`src/block_move_defines.svh`:
```
// constants for the block move engine: addressing modes, phases, field layouts
// assumes a single 200 MHz clock domain and a synchronous active-high reset
// Overview of operation
// - a block move carries data between memory and the bus, direction taken from the phase.
// - as initiator the engine waits for a valid bus phase; as target it drives the phase lines.
// - as initiator the instruction phase is compared with the bus phase before any data moves.
// - on an initiator phase mismatch an interrupt is raised and no data is moved.
// - on a phase match data goes in or out of memory as the phase lines say.
// - when the remaining count reaches zero the next sequential instruction is fetched.
// - the byte count is a 24-bit unsigned number of bytes.
// - in direct mode the instruction holds the full 32-bit buffer address.
// - a function code selects the target role (sets phase) or initiator role (tests phase).
// - the phase field names one of eight phases, two of them reserved.
// - block moves and chained block moves support direct, indirect and table indirect modes.
// - in indirect mode the address points at a word holding the real buffer address.
// - in table indirect mode a signed 24-bit offset is added to the data structure base.
`ifndef BLOCK_MOVE_DEFINES_SVH
`define BLOCK_MOVE_DEFINES_SVH
`define COUNT_W        24
`define ADDR_W         32
`define PHASE_W        3
`define MODE_W         2
`define MODE_DIRECT    2'h0
`define MODE_INDIRECT  2'h1
`define MODE_TABLE     2'h2
`define PH_DATA_OUT    3'h0
`define PH_DATA_IN     3'h1
`define PH_CMD         3'h2
`define PH_STATUS      3'h3
`define PH_RES_A       3'h4
`define PH_RES_B       3'h5
`define PH_MSG_OUT     3'h6
`define PH_MSG_IN      3'h7
`define PH_IN_BIT      0
`define OFS_SIGN_BIT   23
`define BYTES_PER_BEAT 3'h4
`define COUNT_ZERO     24'h000000
`endif

```
`src/block_move_pkg.sv`:
```
// types for the block move engine
// assumes block_move_defines.svh is on the include path
`include "block_move_defines.svh"
package block_move_pkg;
  typedef struct packed {
    logic                   chained;
    logic                   target_role;
    logic [`MODE_W-1:0]     mode;
    logic [`PHASE_W-1:0]    phase;
    logic [`COUNT_W-1:0]    count;
    logic [`ADDR_W-1:0]     addr;
  } move_instr_t;
  typedef struct packed {
    logic                   valid;
    logic                   write;
    logic [`ADDR_W-1:0]     addr;
    logic [31:0]            wdata;
    logic [3:0]             be;
  } mem_req_t;
  typedef struct packed {
    logic                   valid;
    logic [31:0]            rdata;
  } mem_rsp_t;
endpackage : block_move_pkg

```
`src/block_move_engine.sv`:
```
// block move engine: one instruction at a time, memory word bus and byte-wide bus link
// assumes memory answers one request at a time; bus pins arrive asynchronously
`timescale 1ns/1ps
`default_nettype none
`include "block_move_defines.svh"
module block_move_engine
  import block_move_pkg::*;
(
  input  wire logic                ref_clk,
  input  wire logic                rst,
  input  wire move_instr_t         instr,
  input  wire logic                instr_valid,
  output logic                     instr_ready,
  input  wire logic [`ADDR_W-1:0]  data_structure_base,
  output mem_req_t                 mem_req,
  input  wire mem_rsp_t            mem_rsp,
  input  wire logic [`PHASE_W-1:0] bus_phase_in,
  input  wire logic                bus_req_in,
  input  wire logic [7:0]          bus_data_in,
  output logic [`PHASE_W-1:0]      bus_phase_out,
  output logic                     bus_phase_oe_n,
  output logic [7:0]               bus_data_out,
  output logic                     bus_data_oe_n,
  output logic                     bus_ack_out,
  output logic                     mismatch_irq,
  output logic                     fetch_next
);
  typedef enum logic [2:0] {
    S_IDLE, S_PTR_REQ, S_PTR_WAIT, S_PHASE, S_MEM_RD, S_BUS, S_MEM_WR, S_DONE
  } state_t;

  state_t                  state_reg, state_next;
  move_instr_t             ins_reg;
  logic [`COUNT_W-1:0]     count_reg;
  logic [`ADDR_W-1:0]      addr_reg;
  logic [31:0]             word_reg;
  logic [1:0]              lane_reg;
  logic [`PHASE_W-1:0]     ph_s1_reg, ph_s2_reg;
  logic                    rq_s1_reg, rq_s2_reg;
  logic [7:0]              dt_s1_reg, dt_s2_reg;
  mem_req_t                mem_req_reg;
  logic                    irq_reg, fetch_reg, ack_reg, ready_reg;

  // sign-extended table offset and start address, formed as the instruction is taken
  wire logic [`ADDR_W-1:0] ofs_ext    = {{(`ADDR_W-`COUNT_W){instr.addr[`OFS_SIGN_BIT]}},
                                         instr.addr[`COUNT_W-1:0]};
  wire logic [`ADDR_W-1:0] table_addr = data_structure_base + ofs_ext;
  wire logic [`ADDR_W-1:0] start_addr = (instr.mode == `MODE_TABLE) ? table_addr : instr.addr;
  wire logic               dir_in     = ins_reg.phase[`PH_IN_BIT];
  // level, not edge: a req raised while the pointer is fetched must not be lost
  wire logic               req_valid  = rq_s2_reg;
  wire logic               phase_ok   = (ph_s2_reg == ins_reg.phase);
  wire logic               last_lane  = (lane_reg == 2'h3) || (count_reg == 24'h000001);
  wire logic [`COUNT_W-1:0] count_dec = count_reg - 24'h000001;
  wire logic [`ADDR_W-1:0] addr_inc   = addr_reg + 32'h00000001;
  wire logic [`ADDR_W-1:0] word_addr  = {addr_reg[`ADDR_W-1:2], 2'h0};
  // a lane-3 rollover reads the word that the advanced address points into
  wire logic [`ADDR_W-1:0] rd_addr    = (state_reg == S_BUS) ? {addr_inc[`ADDR_W-1:2], 2'h0}
                                                              : word_addr;

  function automatic logic [3:0] lane_be(input logic [1:0] lane);
    lane_be = 4'h1 << lane;
  endfunction : lane_be

  // bus pins synchronised before use
  always_ff @(posedge ref_clk) begin
    ph_s1_reg <= bus_phase_in;
    ph_s2_reg <= ph_s1_reg;
    rq_s1_reg <= bus_req_in;
    rq_s2_reg <= rq_s1_reg;
    dt_s1_reg <= bus_data_in;
    dt_s2_reg <= dt_s1_reg;
  end

  always_comb begin
    state_next = state_reg;
    case (state_reg)
      S_IDLE: begin
        if (instr_valid && ready_reg) begin
          if (instr.mode == `MODE_INDIRECT) begin
            state_next = S_PTR_REQ;
          end else begin
            state_next = S_PHASE;
          end
        end
      end
      S_PTR_REQ:  state_next = S_PTR_WAIT;
      S_PTR_WAIT: begin
        if (mem_rsp.valid) begin
          state_next = S_PHASE;
        end
      end
      S_PHASE: begin
        if (ins_reg.target_role) begin
          state_next = (count_reg == `COUNT_ZERO) ? S_DONE : (dir_in ? S_BUS : S_MEM_RD);
        end else if (req_valid) begin
          if (!phase_ok) begin
            state_next = S_DONE;
          end else begin
            state_next = (count_reg == `COUNT_ZERO) ? S_DONE : (dir_in ? S_BUS : S_MEM_RD);
          end
        end
      end
      S_MEM_RD: begin
        if (mem_rsp.valid) begin
          state_next = S_BUS;
        end
      end
      S_BUS: begin
        if (ack_reg && !rq_s2_reg) begin
          if (dir_in) begin
            state_next = S_MEM_WR;
          end else if (count_reg == 24'h000001) begin
            state_next = S_DONE;
          end else if (last_lane) begin
            state_next = S_MEM_RD;
          end
        end
      end
      S_MEM_WR: begin
        if (mem_rsp.valid) begin
          state_next = (count_reg == `COUNT_ZERO) ? S_DONE : S_BUS;
        end
      end
      S_DONE:  state_next = S_IDLE;
      default: state_next = S_IDLE;
    endcase
  end

  always_ff @(posedge ref_clk) begin
    if (rst) begin
      state_reg <= S_IDLE;
    end else begin
      state_reg <= state_next;
    end
  end

  // instruction latch, count and address
  always_ff @(posedge ref_clk) begin
    if (rst) begin
      ins_reg   <= '0;
      count_reg <= `COUNT_ZERO;
      addr_reg  <= 32'h00000000;
      lane_reg  <= 2'h0;
    end else if (state_reg == S_IDLE && instr_valid && ready_reg) begin
      ins_reg   <= instr;
      count_reg <= instr.count;
      addr_reg  <= start_addr;
      lane_reg  <= start_addr[1:0];
    end else if (state_reg == S_PTR_WAIT && mem_rsp.valid) begin
      addr_reg  <= mem_rsp.rdata;
      lane_reg  <= mem_rsp.rdata[1:0];
    end else if (state_reg == S_BUS && ack_reg && !rq_s2_reg) begin
      count_reg <= count_dec;
      addr_reg  <= addr_inc;
      lane_reg  <= addr_inc[1:0];
    end
  end

  // byte shuttle between memory word and bus
  always_ff @(posedge ref_clk) begin
    if (rst) begin
      word_reg <= 32'h00000000;
    end else if (state_reg == S_MEM_RD && mem_rsp.valid) begin
      word_reg <= mem_rsp.rdata;
    end else if (state_reg == S_BUS && dir_in && rq_s2_reg && !ack_reg) begin
      word_reg[lane_reg*8 +: 8] <= dt_s2_reg;
    end
  end

  // bus handshake: ack follows req; as target, ack also pulses on its own while req is low
  always_ff @(posedge ref_clk) begin
    if (rst) begin
      ack_reg <= 1'b0;
    end else if (state_reg == S_BUS) begin
      ack_reg <= rq_s2_reg | ins_reg.target_role & ~ack_reg & ~rq_s2_reg;
    end else begin
      ack_reg <= 1'b0;
    end
  end

  // memory requests
  always_ff @(posedge ref_clk) begin
    if (rst) begin
      mem_req_reg <= '0;
    end else if (mem_rsp.valid) begin
      mem_req_reg <= '0;
    end else if (state_reg == S_PTR_REQ) begin
      mem_req_reg <= '{valid: 1'b1, write: 1'b0, addr: ins_reg.addr, wdata: 32'h00000000, be: 4'hF};
    end else if (state_next == S_MEM_RD && state_reg != S_MEM_RD) begin
      mem_req_reg <= '{valid: 1'b1, write: 1'b0, addr: rd_addr, wdata: 32'h00000000, be: 4'hF};
    end else if (state_next == S_MEM_WR && state_reg != S_MEM_WR) begin
      mem_req_reg <= '{valid: 1'b1, write: 1'b1, addr: word_addr, wdata: word_reg,
                       be: lane_be(lane_reg)};
    end
  end

  // events, phase drive and ready
  always_ff @(posedge ref_clk) begin
    if (rst) begin
      irq_reg        <= 1'b0;
      fetch_reg      <= 1'b0;
      ready_reg      <= 1'b0;
      bus_phase_out  <= `PH_DATA_OUT;
      bus_phase_oe_n <= 1'b1;
      bus_data_out   <= 8'h00;
      bus_data_oe_n  <= 1'b1;
    end else begin
      irq_reg        <= (state_reg == S_PHASE) && !ins_reg.target_role && req_valid && !phase_ok;
      fetch_reg      <= (state_next == S_DONE) && !(state_reg == S_PHASE && !ins_reg.target_role
                        && !phase_ok);
      ready_reg      <= (state_next == S_IDLE) && !(instr_valid && ready_reg);
      bus_phase_out  <= ins_reg.phase;
      bus_phase_oe_n <= !(ins_reg.target_role && state_reg != S_IDLE && state_reg != S_DONE);
      bus_data_out   <= word_reg[lane_reg*8 +: 8];
      bus_data_oe_n  <= !(state_reg == S_BUS && !dir_in);
    end
  end

  assign instr_ready  = ready_reg;
  assign mem_req      = mem_req_reg;
  assign bus_ack_out  = ack_reg;
  assign mismatch_irq = irq_reg;
  assign fetch_next   = fetch_reg;

  mismatch_irq_a: assert property (@(posedge ref_clk) disable iff (rst)
    irq_reg |-> !fetch_reg && $past(state_reg) == S_PHASE)
    else $error("mismatch irq without phase check");
  no_move_a: assert property (@(posedge ref_clk) disable iff (rst)
    (state_reg == S_PHASE && !ins_reg.target_role && req_valid && !phase_ok) |=> state_reg == S_DONE)
    else $error("data moved after mismatch");
  count_step_a: assert property (@(posedge ref_clk) disable iff (rst)
    (state_reg == S_BUS && ack_reg && !rq_s2_reg) |=> count_reg == $past(count_reg) - 24'h000001)
    else $error("count not decremented");
  table_addr_a: assert property (@(posedge ref_clk) disable iff (rst)
    (state_reg == S_IDLE && instr_valid && ready_reg && instr.mode == `MODE_TABLE)
    |=> addr_reg == $past(table_addr))
    else $error("table address wrong");
  ptr_load_a: assert property (@(posedge ref_clk) disable iff (rst)
    (state_reg == S_PTR_WAIT && mem_rsp.valid) |=> addr_reg == $past(mem_rsp.rdata))
    else $error("pointer not loaded");
  target_drive_a: assert property (@(posedge ref_clk) disable iff (rst)
    (state_reg == S_BUS && ins_reg.target_role) |-> !bus_phase_oe_n)
    else $error("target not driving phase");
  init_no_drive_a: assert property (@(posedge ref_clk) disable iff (rst)
    (state_reg != S_IDLE && !ins_reg.target_role) |=> bus_phase_oe_n)
    else $error("initiator driving phase");
  done_fetch_a: assert property (@(posedge ref_clk) disable iff (rst)
    (state_reg == S_BUS && ack_reg && !rq_s2_reg && count_reg == 24'h000001 && !dir_in)
    |=> ##[0:1] fetch_reg)
    else $error("no fetch at count zero");
  cv_mismatch: cover property (@(posedge ref_clk) irq_reg);
  cv_fetch: cover property (@(posedge ref_clk) fetch_reg);
  cv_indirect: cover property (@(posedge ref_clk) state_reg == S_PTR_WAIT && mem_rsp.valid);
  cv_write: cover property (@(posedge ref_clk) mem_req_reg.valid && mem_req_reg.write);
  cv_target: cover property (@(posedge ref_clk) state_reg == S_BUS && ins_reg.target_role);
endmodule : block_move_engine
`default_nettype wire

```
`config.mk`:
```
export PLATFORM = sky130hd
export DESIGN_NAME = block_move_engine
export DESIGN_NICKNAME = d
export VERILOG_FILES = /design/src/block_move_pkg.sv /design/src/block_move_engine.sv
export VERILOG_INCLUDE_DIRS = /design/src
export SDC_FILE = /design/constraint.sdc
export NUM_CORES = 1
export LEC_CHECK = 0
export BUFFER_PORTS_ARGS = -buffer_cell sky130_fd_sc_hd__buf_4
export CORE_UTILIZATION = 50
export DETAILED_ROUTE_END_ITERATION = 7
export PLACE_DENSITY = 0.84
export SETUP_SLACK_MARGIN = 0.2
export SLEW_MARGIN = 20
export SYNTH_ARGS = -nofsm -noshare
export SYNTH_HDL_FRONTEND = slang
export SYNTH_SLANG_ARGS = --single-unit
export TNS_END_PERCENT = 20
```
`constraint.sdc`:
```
create_clock -name ref_clk -period 7.5 [get_ports ref_clk]
set_clock_uncertainty 0.2 [all_clocks]
set_input_delay 0.75 -clock ref_clk [delete_from_list [all_inputs] [get_ports ref_clk]]
set_output_delay 0.75 -clock ref_clk [all_outputs]
set_load 0.02 [all_outputs]
```
==> results.md, run 1 <==
- CTS Root Buffer Type: clkbuf_16
- Number of synthesized flops with an enable pin: 0
- Commonest non-fill, non-tap cells in the layout: nand2_1, buf_4, dfxtp_1, nor2_1, a21oi_1
- CTS Buf Count: 26
- Required time of the critical path: a little under 8 ns
- First-pass GRT wire length: approximately 67000 um
- Clk Latency, worst-skew pair: roughly 0.54 ns
- Global-route met3 utilization: roughly 4.8%
- Seq pwr share: 39.9%
- Vias in the first global route: approximately 12000
- Clock Tree Buf Depth: 3
- Number of port buffers: approximately 230
- Total Die Area: 25800 um2
- Outcome: finished, final reports clean
- Min-Delay Path Class: input pin to register
- Ys Warns: 0
- Logic gate share of total power: between 20% and 30%
- Synth async-reset ratio: 0%
- Placed Cells: approximately 2000
- Setup TNS: 0 ns
- Worst-Margin Slew: roughly 1.1 ns
- Slowest stage delay, CP: roughly 0.72 ns
- GRT busiest layer: met2
- Setup crit end kind: register
- Post-synthesis net count: roughly 1800
- Final setup fails: 0
- Total congestion overflow: 0
- Clock Pin Slew Worst Setup and Hold Paths: roughly 0.06 ns
- CP Cell Sequence: ha_1 > inv_1 > a21oi_1 > a221oi_2 > nor4_4 > o21a_1 > nor2_1 > nand2_1 > o211ai_1 > a21oi_1
- Final hold viol count: 0
- M2 GR Usage: roughly half
- Row cnt: 57
- Switch Pwr: around 0.0012 W
- Reg2reg path depth: 10
- I/O Pins: 230
- CP max FO: 22
- Max_slew headroom: 28.2%
- Cts hold-fix bufs: 0
- Dpl hpwl: roughly 32000 um
- P_int: roughly 0.0025 W
- RSZ-0062 raised after global routing: false
- Sink Count: approximately 240
- DR DRC count: 0
- Hold Path Depth: 1
- Drt pass-1 iters: 6
- Leakage power: approximately 5.8 nW
- Vias: about 13000
- Final WL: approximately 44000 um
- Max-cap violations: 0
- Clock network power share: ~38%
- Post-route minimum period: about 4.5 ns
- Peak supply drop: 0.182 mV
- Flops & latches, synth: about 240
- Resized Gates After CTS: 0
- Seq/Total Area, Yosys: 37.9%
- Syn_area_per_cell: 7.88 um2
- Largest register FFs: 70
- Family with the most delay on the worst path: compound AO/OA/AOI/OAI gates
- Die X-Extent: between 150 and 200 um
- Power Density: 242 nW/um2
- Post-Layout Cell Count: around 2100
- Antenna viol nets, final: 0
- Highest Clock Rate: around 220 MHz
- Max Transition Viols Final: 0
- Die Y: about 160 um
- Top FF cell, synth: dfxtp_1
- Most used cell, CP: a21oi_1
- Yosys cell types: 73
- Placer Congestion: 0.964
- WP depth: 10
- Initial antenna violation count: 0
- H-tree levels: 1
- Post-Syn Area: about 13000 um2
- Setup Buffers After CTS: 0
- Crit share post-route: slightly below 60%
- Vias/cell: 6.15
- GR Util All Layers: 33.2%
- Wirelength per Cell: 20.9 um
- CP max stage cell: dfxtp_1
- Final net count: about 1900
- CTS tree: done
- 1st-iter DRT viols: 1795
- Setup CP Type: register to register
- Ant diodes: 0
- Net Sw Frac: between 30% and 40%
- Fill count: roughly 2100
- Initial Util: 51.4%
- Core Box Area: 24500 um2
- Largest net degree at the start of global routing: 90
- Share of layout cells above drive strength 1: between 10% and 20%
- M1 GR Usage: about 47%
- Syn Inst Count: roughly 1600
- Commonest non-fill, non-tap cell in the layout: nand2_1
- Area growth syn-to-layout: 21.9%
- Bufs and invs on worst path: 1
- Setup crit start kind: register
- CP arrival: roughly 4.7 ns
-- cells by family after synthesis --
family / count (synthesis) / synth area share (%)
AND/OR/NAND/NOR: 609 / 22.0
XOR/XNOR: 76 / 5.36
buffers and inverters: 129 / 4.06
flip-flops: 238 / 37.9
AO/OA/AOI/OAI: 482 / 24.2
adder cells (fa/ha/maj): 39 / 3.94
multiplexers: 21 / 2.49
-- worst paths after layout --
path | startpoint | endpoint | slack (ns)
hold reg to reg | dt_s1_reg[1] | dt_s2_reg[1] | 0.13
setup reg to reg | addr_reg[1] | mem_req[61] | 3.03
setup / recovery | addr_reg[1] | mem_req[61] | 3.03
hold / removal | bus_req_in | rq_s1_reg | 0.11
-- power by group through the flow --
| stage | Sequential, W | Clock [W] | Combinational [W] |
|---|---|---|---|
| after global routing | 0.00149 | 0.00146 | 0.000887 |
| after global placement | 0.00149 | 0 | 0.000783 |
| final | 0.00148 | 0.00140 | 0.000822 |
| after detailed placement | 0.00150 | 0 | 0.000799 |
| after floorplan | 0.00145 | 0 | 0.000557 |
| after CTS | 0.00147 | 0.00140 | 0.000804 |
-- metal layers --
metal	wire (um)	part of all wire [%]
met1	18700	43
met2	19200	44
met3	4040	9.2
met4	1880	4.3
met5	0	0
-- per-stage QoR --
stage	hold WS, ns	power (W)	instance area, um2	utilization, %	setup WS, ns
6_report	0.108	0.00370	15300	62.6	3.03
5_1_grt	0.100	0.00384	15300	62.6	2.86
4_1_cts	0.103	0.00368	15300	62.6	3.21
3_5_place_dp	0.112	0.00230	14400	58.8	3.25
3_3_place_gp	0.112	0.00228	14400	58.8	3.10
2_1_floorplan	0.110	0.00201	12600	-	4.06
-- worst reg2reg max path, stage by stage (launching register included) --
cell	delay, ns
dfxtp_1	0.72
ha_1	0.38
inv_1	0.11
a21oi_1	0.20
a221oi_2	0.11
nor4_4	0.70
o21a_1	0.61
nor2_1	0.11
nand2_1	0.64
o211ai_1	0.38
a21oi_1	0.22
-- synthesized netlist by cell type, types with 5 or more instances --
| library cell | number | area (um2) |
|---|---|---|
| mux2i_1 | 11 | 110 |
| inv_1 | 17 | 63.8 |
| a211o_1 | 5 | 43.8 |
| or2_2 | 6 | 37.5 |
| mux4_2 | 8 | 180 |
| nand4_1 | 9 | 56.3 |
| a2111oi_0 | 9 | 78.8 |
| a221oi_1 | 7 | 61.3 |
| and3_1 | 16 | 100 |
| o21bai_1 | 5 | 37.5 |
| a211oi_1 | 60 | 450 |
| nor2b_1 | 17 | 106 |
| a31oi_1 | 21 | 131 |
| ha_1 | 38 | 475 |
| a21o_1 | 18 | 135 |
| nand3_1 | 38 | 190 |
| nor3_1 | 27 | 135 |
| a21oi_1 | 174 | 871 |
| dfxtp_1 | 238 | 4760 |
| nor2_1 | 180 | 676 |
| o211ai_1 | 31 | 233 |
| buf_2 | 8 | 40.0 |
| nand2b_1 | 11 | 68.8 |
| o21ai_0 | 69 | 345 |
| a311oi_1 | 9 | 78.8 |
| nand2_1 | 247 | 927 |
| a22oi_1 | 36 | 270 |
| clkbuf_1 | 96 | 360 |
| or3_1 | 16 | 100 |
| nor4_1 | 12 | 75.1 |
| o22ai_1 | 12 | 75.1 |
| xnor2_1 | 53 | 464 |
| xor2_1 | 22 | 193 |
-- layout make-up --
type	instances	area [um2]	share of cell area [%]
inverter	17	63.8	0.416
timing repair buffer	243	1820	11.9
clock inverter	12	206	1.35
multi-input combinational	1227	7330	47.8
tap	324	405	2.65
clock buffer	35	734	4.79
sequential	238	4760	31.1
Power figures use the tool's default switching activity.
==> inputs of run 2 (changes only) <==
- PLACE_DENSITY: 0.84 -> 0.87
- clock period: 7.5 -> 4.01 ns (I/O delays scaled with it)
==> run 2 against run 1 <==
Net effect: setup slack worse by 2.6 ns; routed wire length is 2.3% higher; flip-flop and latch count unchanged; clock power up 87%; via count rose by 3.7%; sequential share of layout area shrank 1.7 points; cell count up 4.4%; global-route usage rose by 0.66 points; non-clock buffer count grew 92; cell area up 5.7%.
==> results.md, run 2 (synthesis gave the netlist of run 1 again) <==
- Drt pass-1 iters: 6 (unchanged)
- Max_slew headroom: 42.6% (was 28.2%)
- Clock Tree Buf Depth: 3 (unchanged)
- Crit share post-route: between 80 and 90%
- Vias in the first global route: 12517 (was 11823)
- Commonest non-fill, non-tap cells in the layout: buf_4, nand2_1, dfxtp_1, nor2_1, a21oi_1 (was nand2_1, buf_4, dfxtp_1, nor2_1, a21oi_1)
- GR Util All Layers: 33.8% (was 33.2%)
- Wirelength per Cell: 20.5 um (was 20.9 um)
- Row cnt: 57 (unchanged)
- Die X-Extent: 161 um (unchanged)
- Core Box Area: 24500 um2 (unchanged)
- Largest net degree at the start of global routing: 61 (was 90)
- Final setup fails: 0 (unchanged)
- Final Instance Area: 16200 um2 (was 15300 um2)
- Total Die Area: 25800 um2 (unchanged)
- Reg2reg path depth: 11 (was 10)
- Initial Util: 51.4% (unchanged)
- H-tree levels: 1 (unchanged)
- Antenna viol nets, final: 0 (unchanged)
- Hold Crit Endpoint: count_reg[10] (was rq_s1_reg)
- Worst R2R Start: count_reg[8] (was addr_reg[1])
- Final net count: 2027 (was 1935)
- Post-Layout Cell Count: 2188 (was 2096)
- Required time of the critical path: 4.20 ns (was 7.76 ns)
- Peak supply drop: 0.395 mV (was 0.182 mV)
- Setup crit start kind: input pin (was register)
- Power Density: 433 nW/um2 (was 242 nW/um2)
- R2R Setup Slk: 0.52 ns (was 3.03 ns)
- CTS Root Buffer Type: clkbuf_16 (unchanged)
- Multi-input gate area: 7330 um2 (unchanged)
- Largest register FFs: 70 (unchanged)
- Worst-Margin Slew: 0.854 ns (was 1.07 ns)
- Placed Cells: 2073 (was 2049)
- Vias: 13360 (was 12881)
- Setup crit end kind: register (unchanged)
- Sink Count: 238 (unchanged)
- Min-Delay Path Class: input pin to register (unchanged)
- Max-cap violations: 0 (unchanged)
- Initial antenna violation count: 1 (was 0)
- Clock Pin Slew Worst Setup and Hold Paths: 0.06 ns (about the same)
- Final WL: 44800 um (was 43800 um)
- Die Y: 161 um (unchanged)
- Sequential cell area: 4760 um2 (unchanged)
- I/O Pins: 230 (unchanged)
- CP max FO: 4 (was 22)
- CTS tree: done (unchanged)
- Hold Path Depth: 3 (was 1)
- 1st-iter DRT viols: 1633 (was 1795)
- Clk Latency, worst-skew pair: 0.54 ns (about the same)
- Placer Congestion: 0.980 (was 0.964)
- Outcome: finished, final reports clean (unchanged)
- Vias/cell: 6.11 (was 6.15)
- Final hold viol count: 0 (unchanged)
- Highest Clock Rate: ~280 MHz
- Max Transition Viols Final: 0 (unchanged)
- Total congestion overflow: 0 (unchanged)
- Setup CP Type: input pin to register (was register to register)
- Number of port buffers: 228 (unchanged)
- RSZ-0062 raised after global routing: false (unchanged)
- DR DRC count: 0 (unchanged)
- Setup Buffers After CTS: 0 (unchanged)
- Placement Cell Area: 14600 um2 (was 14400 um2)
- Post-route minimum period: 3.54 ns
- Fill count: 1893 (was 2129)
- Dpl hpwl: 32400 um (about the same)
- Leakage power: 6.22 nW (was 5.81 nW)
- Commonest non-fill, non-tap cell in the layout: buf_4 (was nand2_1)
- Share of layout cells above drive strength 1: 18.8% (was 18.5%)
- Setup TNS: 0 ns (unchanged)
- CP arrival: 3.73 ns (was 4.73 ns)
- Hold wc startpoint: instr[42] (was bus_req_in)
- Reg-to-Reg End: mem_req[45] (was mem_req[61])
- CTS Buf Count: 26 (unchanged)
- Area growth syn-to-layout: 28.9% (was 21.9%)
- First-pass GRT wire length: 68600 um (was 67100 um)
## run 2: cell count changes in the layout (fill, tap and decap cells not counted), moves of 2 or more
cell	delta
clkbuf_8	-2
buf_4	+24
clkinv_2	+2
dlygate4sd3_1	+68
## run 2: layout make-up
type	instances	share of cell area (%)
Multi-Input combinational cell	1227	45.2
Sequential cell	238	29.4
Clock inverter	14	1.51
Tap cell	324	2.50
Timing Repair Buffer	335	16.6
Clock buffer	32	4.34
Inverter	17	0.394
Antenna cell	1	0.0155
## run 2: through the flow
stage | power [W] | setup WS, ns | utilization, % | hold slack [ns]
after floorplan | 0.00376 | 0.920 | - | 0.110
after detailed placement | 0.00430 | 0.438 | 59.5 | 0.112
after CTS | 0.00694 | 0.427 | 66.2 | 0.00422
after global placement | 0.00426 | 0.456 | 59.5 | 0.112
after global routing | 0.00725 | 0.206 | 66.2 | 0.0139
final | 0.00701 | 0.469 | 66.2 | 0.0121
## run 2: worst max-delay path, stage by stage
cell	delay, ns
dlygate4sd3_1	0.55
buf_4	0.15
ha_1	0.33
o21ai_0	0.15
o21ai_0	0.23
nand3_1	0.15
a21oi_1	0.33
a21oi_1	0.16
a21oi_1	0.27
a31oi_1	0.18
o311ai_0	0.65
a21oi_1	0.15
## run 2: where the power goes
part / total [W] / switching, W / internal, W
Clock: 0.00262 / 0.000987 / 0.00163
Combinational: 0.00162 / 0.000934 / 0.000683
Sequential: 0.00277 / 0.000234 / 0.00253
Total: 0.00701 / 0.00215 / 0.00485
## run 2: timing repair
action | CTS | global route
hold buffers | 68 | 0
gates resized for setup | 0 | 2
endpoints found under the hold margin | 71 | 0
endpoints found under the setup margin | 0 | 3
## run 2: per-layer routing
layer / global-route usage, % / part of all wire (%) / wire length [um]
met2: 53.3 / 45 / 20000
met5: 0 / 0 / 0
met1: 44.6 / 40 / 17700
met3: 7.00 / 11 / 4940
met4: 15.1 / 4.9 / 2190
## run 2: worst max path at each step
stage / from / slack [ns] / cells after the start / endpoint
2_1_floorplan: instr[9] / 0.92 / 11 / addr_reg[28]
3_3_place_gp: instr[0] / 0.46 / 14 / addr_reg[28]
3_5_place_dp: instr[0] / 0.44 / 14 / addr_reg[28]
4_1_cts: instr[0] / 0.43 / 15 / addr_reg[28]
5_1_grt: instr[9] / 0.21 / 13 / addr_reg[28]
6_report: instr[3] / 0.47 / 12 / addr_reg[31]
==> inputs of run 3 (changes only) <==
- CORE_MARGIN: default -> 2
- PLACE_DENSITY: 0.87 -> 0.84
- SLEW_MARGIN: 20 -> default
- clock period: 4.01 -> 3.3 ns (I/O delays scaled with it)
==> run 3 against run 2 <==
Net effect: setup slack worse by 0.39 ns; sequential power up 20%; non-clock buffer count up 75; largest cell class unchanged; critical path type unchanged; sequential share of layout area down 1.3 points; largest power group unchanged; power up 22%; utilization up 2.0 points; first-iteration DRC count up 7.7%; cell area up 4.8%; via count up 2.8%; highest routed layer unchanged.
==> results.md, run 3 (synthesis gave the netlist of run 1 again) <==
- Outcome: finished, final reports clean (unchanged)
- Final hold viol count: 0 (unchanged)
- Total congestion overflow: 0 (unchanged)
- CTS Root Buffer Type: clkbuf_16 (unchanged)
- Highest Clock Rate: between 300 and 400 MHz
- Total Die Area: 26400 um2 (was 25800 um2)
- Core Box Area: 24900 um2 (was 24500 um2)
- First-pass GRT wire length: 72400 um (was 68600 um)
- Setup crit start kind: input pin (unchanged)
- Setup crit end kind: register (unchanged)
- Min-Delay Path Class: input pin to register (unchanged)
- Sequential cell area: 4770 um2 (was 4760 um2)
- Wirelength per Cell: 21.5 um (was 20.5 um)
- Clock Tree Buf Depth: 3 (unchanged)
- H-tree levels: 1 (unchanged)
- CP arrival: 3.47 ns (was 3.73 ns)
- Overall power: 0.00855 W (was 0.00701 W)
- Max Transition Viols Final: 0 (unchanged)
- Antenna viol nets, final: 0 (unchanged)
- Ant diodes: 0 (was 1)
- Worst-Margin Slew: 1.21 ns (was 0.854 ns)
- Power Density: 504 nW/um2 (was 433 nW/um2)
- Final setup fails: 0 (unchanged)
- Bufs and invs on worst path: 2 (unchanged)
- Required time of the critical path: 3.55 ns (was 4.20 ns)
- Die X-Extent: 163 um (was 161 um)
- Dpl hpwl: 34500 um (was 32400 um)
- Fill count: 1905 (was 1893)
- Commonest non-fill, non-tap cell in the layout: buf_4 (unchanged)
- Crit share post-route: 97.7%
- Leakage power: 6.58 nW (was 6.22 nW)
- Sink Count: 238 (unchanged)
- Max-cap violations: 0 (unchanged)
- GR Util All Layers: 35.3% (was 33.8%)
- I/O Pins: 230 (unchanged)
- Number of port buffers: 228 (unchanged)
- Share of layout cells above drive strength 1: 23.3% (was 18.8%)
- Clk Latency, worst-skew pair: 0.55 ns (was 0.54 ns)
- RSZ-0062 raised after global routing: true (was false)
- Max_slew headroom: 19.1% (was 42.6%)
- Setup CP Type: input pin to register (unchanged)
- Initial Util: 50.5% (was 51.4%)
- Post-route minimum period: between 3 and 4 ns
- CP max FO: 4 (unchanged)
- Largest register FFs: 70 (unchanged)
- Drt pass-1 iters: 6 (unchanged)
- Placer Congestion: 1.02 (was 0.980)
- 1st-iter DRT viols: 1759 (was 1633)
- Final WL: 48800 um (was 44800 um)
- Vias/cell: 6.06 (was 6.11)
- Vias in the first global route: 12826 (was 12517)
- Commonest non-fill, non-tap cells in the layout: buf_4, nand2_1, dfxtp_1, nor2_1, a21oi_1 (unchanged)
- CTS Buf Count: 25 (was 26)
- DR DRC count: 0 (unchanged)
- Hold slack: 0.00740 ns (was 0.0121 ns)
- Slowest stage delay, CP: 0.55 ns (was 0.65 ns)
- Initial antenna violation count: 0 (was 1)
- Row cnt: 58 (was 57)
- Vias: 13735 (was 13360)
- CP Cell Sequence: dlygate4sd3_1 > buf_4 > ha_1 > a2111oi_0 > o21ai_0 > nand3_1 > a21oi_2 > or3_1 > a21o_1 > a21oi_1 > xnor2_1 > nand2_1 > a311oi_1 (was dlygate4sd3_1 > buf_4 > ha_1 > o21ai_0 > o21ai_0 > nand3_1 > a21oi_1 > a21oi_1 > a21oi_1 > a31oi_1 > o311ai_0 > a21oi_1)
- CP max stage cell: dlygate4sd3_1 (was o311ai_0)
- Final net count: 2101 (was 2027)
- Clock Pin Slew Worst Setup and Hold Paths: 0.06 ns (about the same)
- Area growth syn-to-layout: 35.1% (was 28.9%)
- Family with the most delay on the worst path: compound AO/OA/AOI/OAI gates (unchanged)
- Die Y: 163 um (was 161 um)
- CTS tree: done (unchanged)
- Peak supply drop: 0.353 mV (was 0.395 mV)
- Multi-input gate area: 7530 um2 (was 7330 um2)
- Largest net degree at the start of global routing: 60 (was 61)
==> run 3: cell types whose count changed in the layout (fill, tap and decap cells not counted), sizes merged <==
cell / before / now
clkinv: 7 / 9
bufinv: 6 / 3
diode: 1 / 0
dlygate4sd3: 68 / 82
inv: 17 / 19
buf: 267 / 328
clkbuf: 32 / 30
==> run 3: report_power, final <==
group          internal (W)  leakage, nW  total (W)  switching [W]
Combinational      0.000993         4.21    0.00229        0.00129
Sequential          0.00308         1.94    0.00333       0.000246
Clock               0.00172        0.430    0.00294        0.00121
==> run 3: layout make-up <==
| class | count | share of cell area [%] |
|---|---|---|
| Tap cell | 330 | 2.43 |
| Multi-Input combinational cell | 1227 | 44.4 |
| Clock buffer | 30 | 4.03 |
| Clock inverter | 15 | 1.01 |
| Inverter | 17 | 0.376 |
| Sequential cell | 238 | 28.1 |
| Timing Repair Buffer | 410 | 19.6 |
==> run 3: repair_timing <==
| item | in CTS | in global routing |
|---|---|---|
| gates cloned | 0 | 2 |
| setup buffers | 2 | 7 |
| endpoints found under the setup margin | 36 | 90 |
| hold buffers | 82 | 0 |
| hold endpoints to repair | 90 | 0 |
| pin swaps | 4 | 19 |
| resized for setup | 6 | 58 |
==> run 3: path summary, 6_finish.rpt <==
kind                                    start            end  slack, ns  cells after the start
worst max-delay path                 instr[5]   addr_reg[19]       0.08                     13
worst min-delay path              mem_rsp[11]   word_reg[11]      0.007                      5
worst min register to register   dt_s1_reg[1]   dt_s2_reg[1]       0.12                      0
worst max register to register  count_reg[11]  count_reg[22]       0.11                      8
==> run 3: through the flow <==
| step | util, % | std cells | setup slack, ns | setup TNS, ns | area, um2 |
|---|---|---|---|---|---|
| 2_1_floorplan | - | 1594 | 0.281 | 0 | 12600 |
| 3_3_place_gp | 60.1 | 2129 | 0.0228 | 0 | 14900 |
| 3_5_place_dp | 60.1 | 2129 | 0.0181 | 0 | 14900 |
| 4_1_cts | 66.9 | 2258 | 0.106 | 0 | 16700 |
| 5_1_grt | 68.2 | 2267 | -0.224 | -0.536 | 17000 |
| 6_report | 68.2 | 2267 | 0.0775 | 0 | 17000 |
==> run 3: routing by layer <==
layer / track usage (%) / share of wire [%] / up-vias
met5: 0 / 0 / -
met4: 15.6 / 4.8 / 0
met3: 7.44 / 11 / 142
met2: 55.1 / 45 / 873
met1: 47.1 / 39 / 6357
li1: - / - / 6363
==> run 3: worst min-delay path: stages <==
cell and delay (ns):
buf_4 0.09, a22oi_1 0.07, nor2_1 0.10, a21oi_1 0.05
nor2_1 0.07
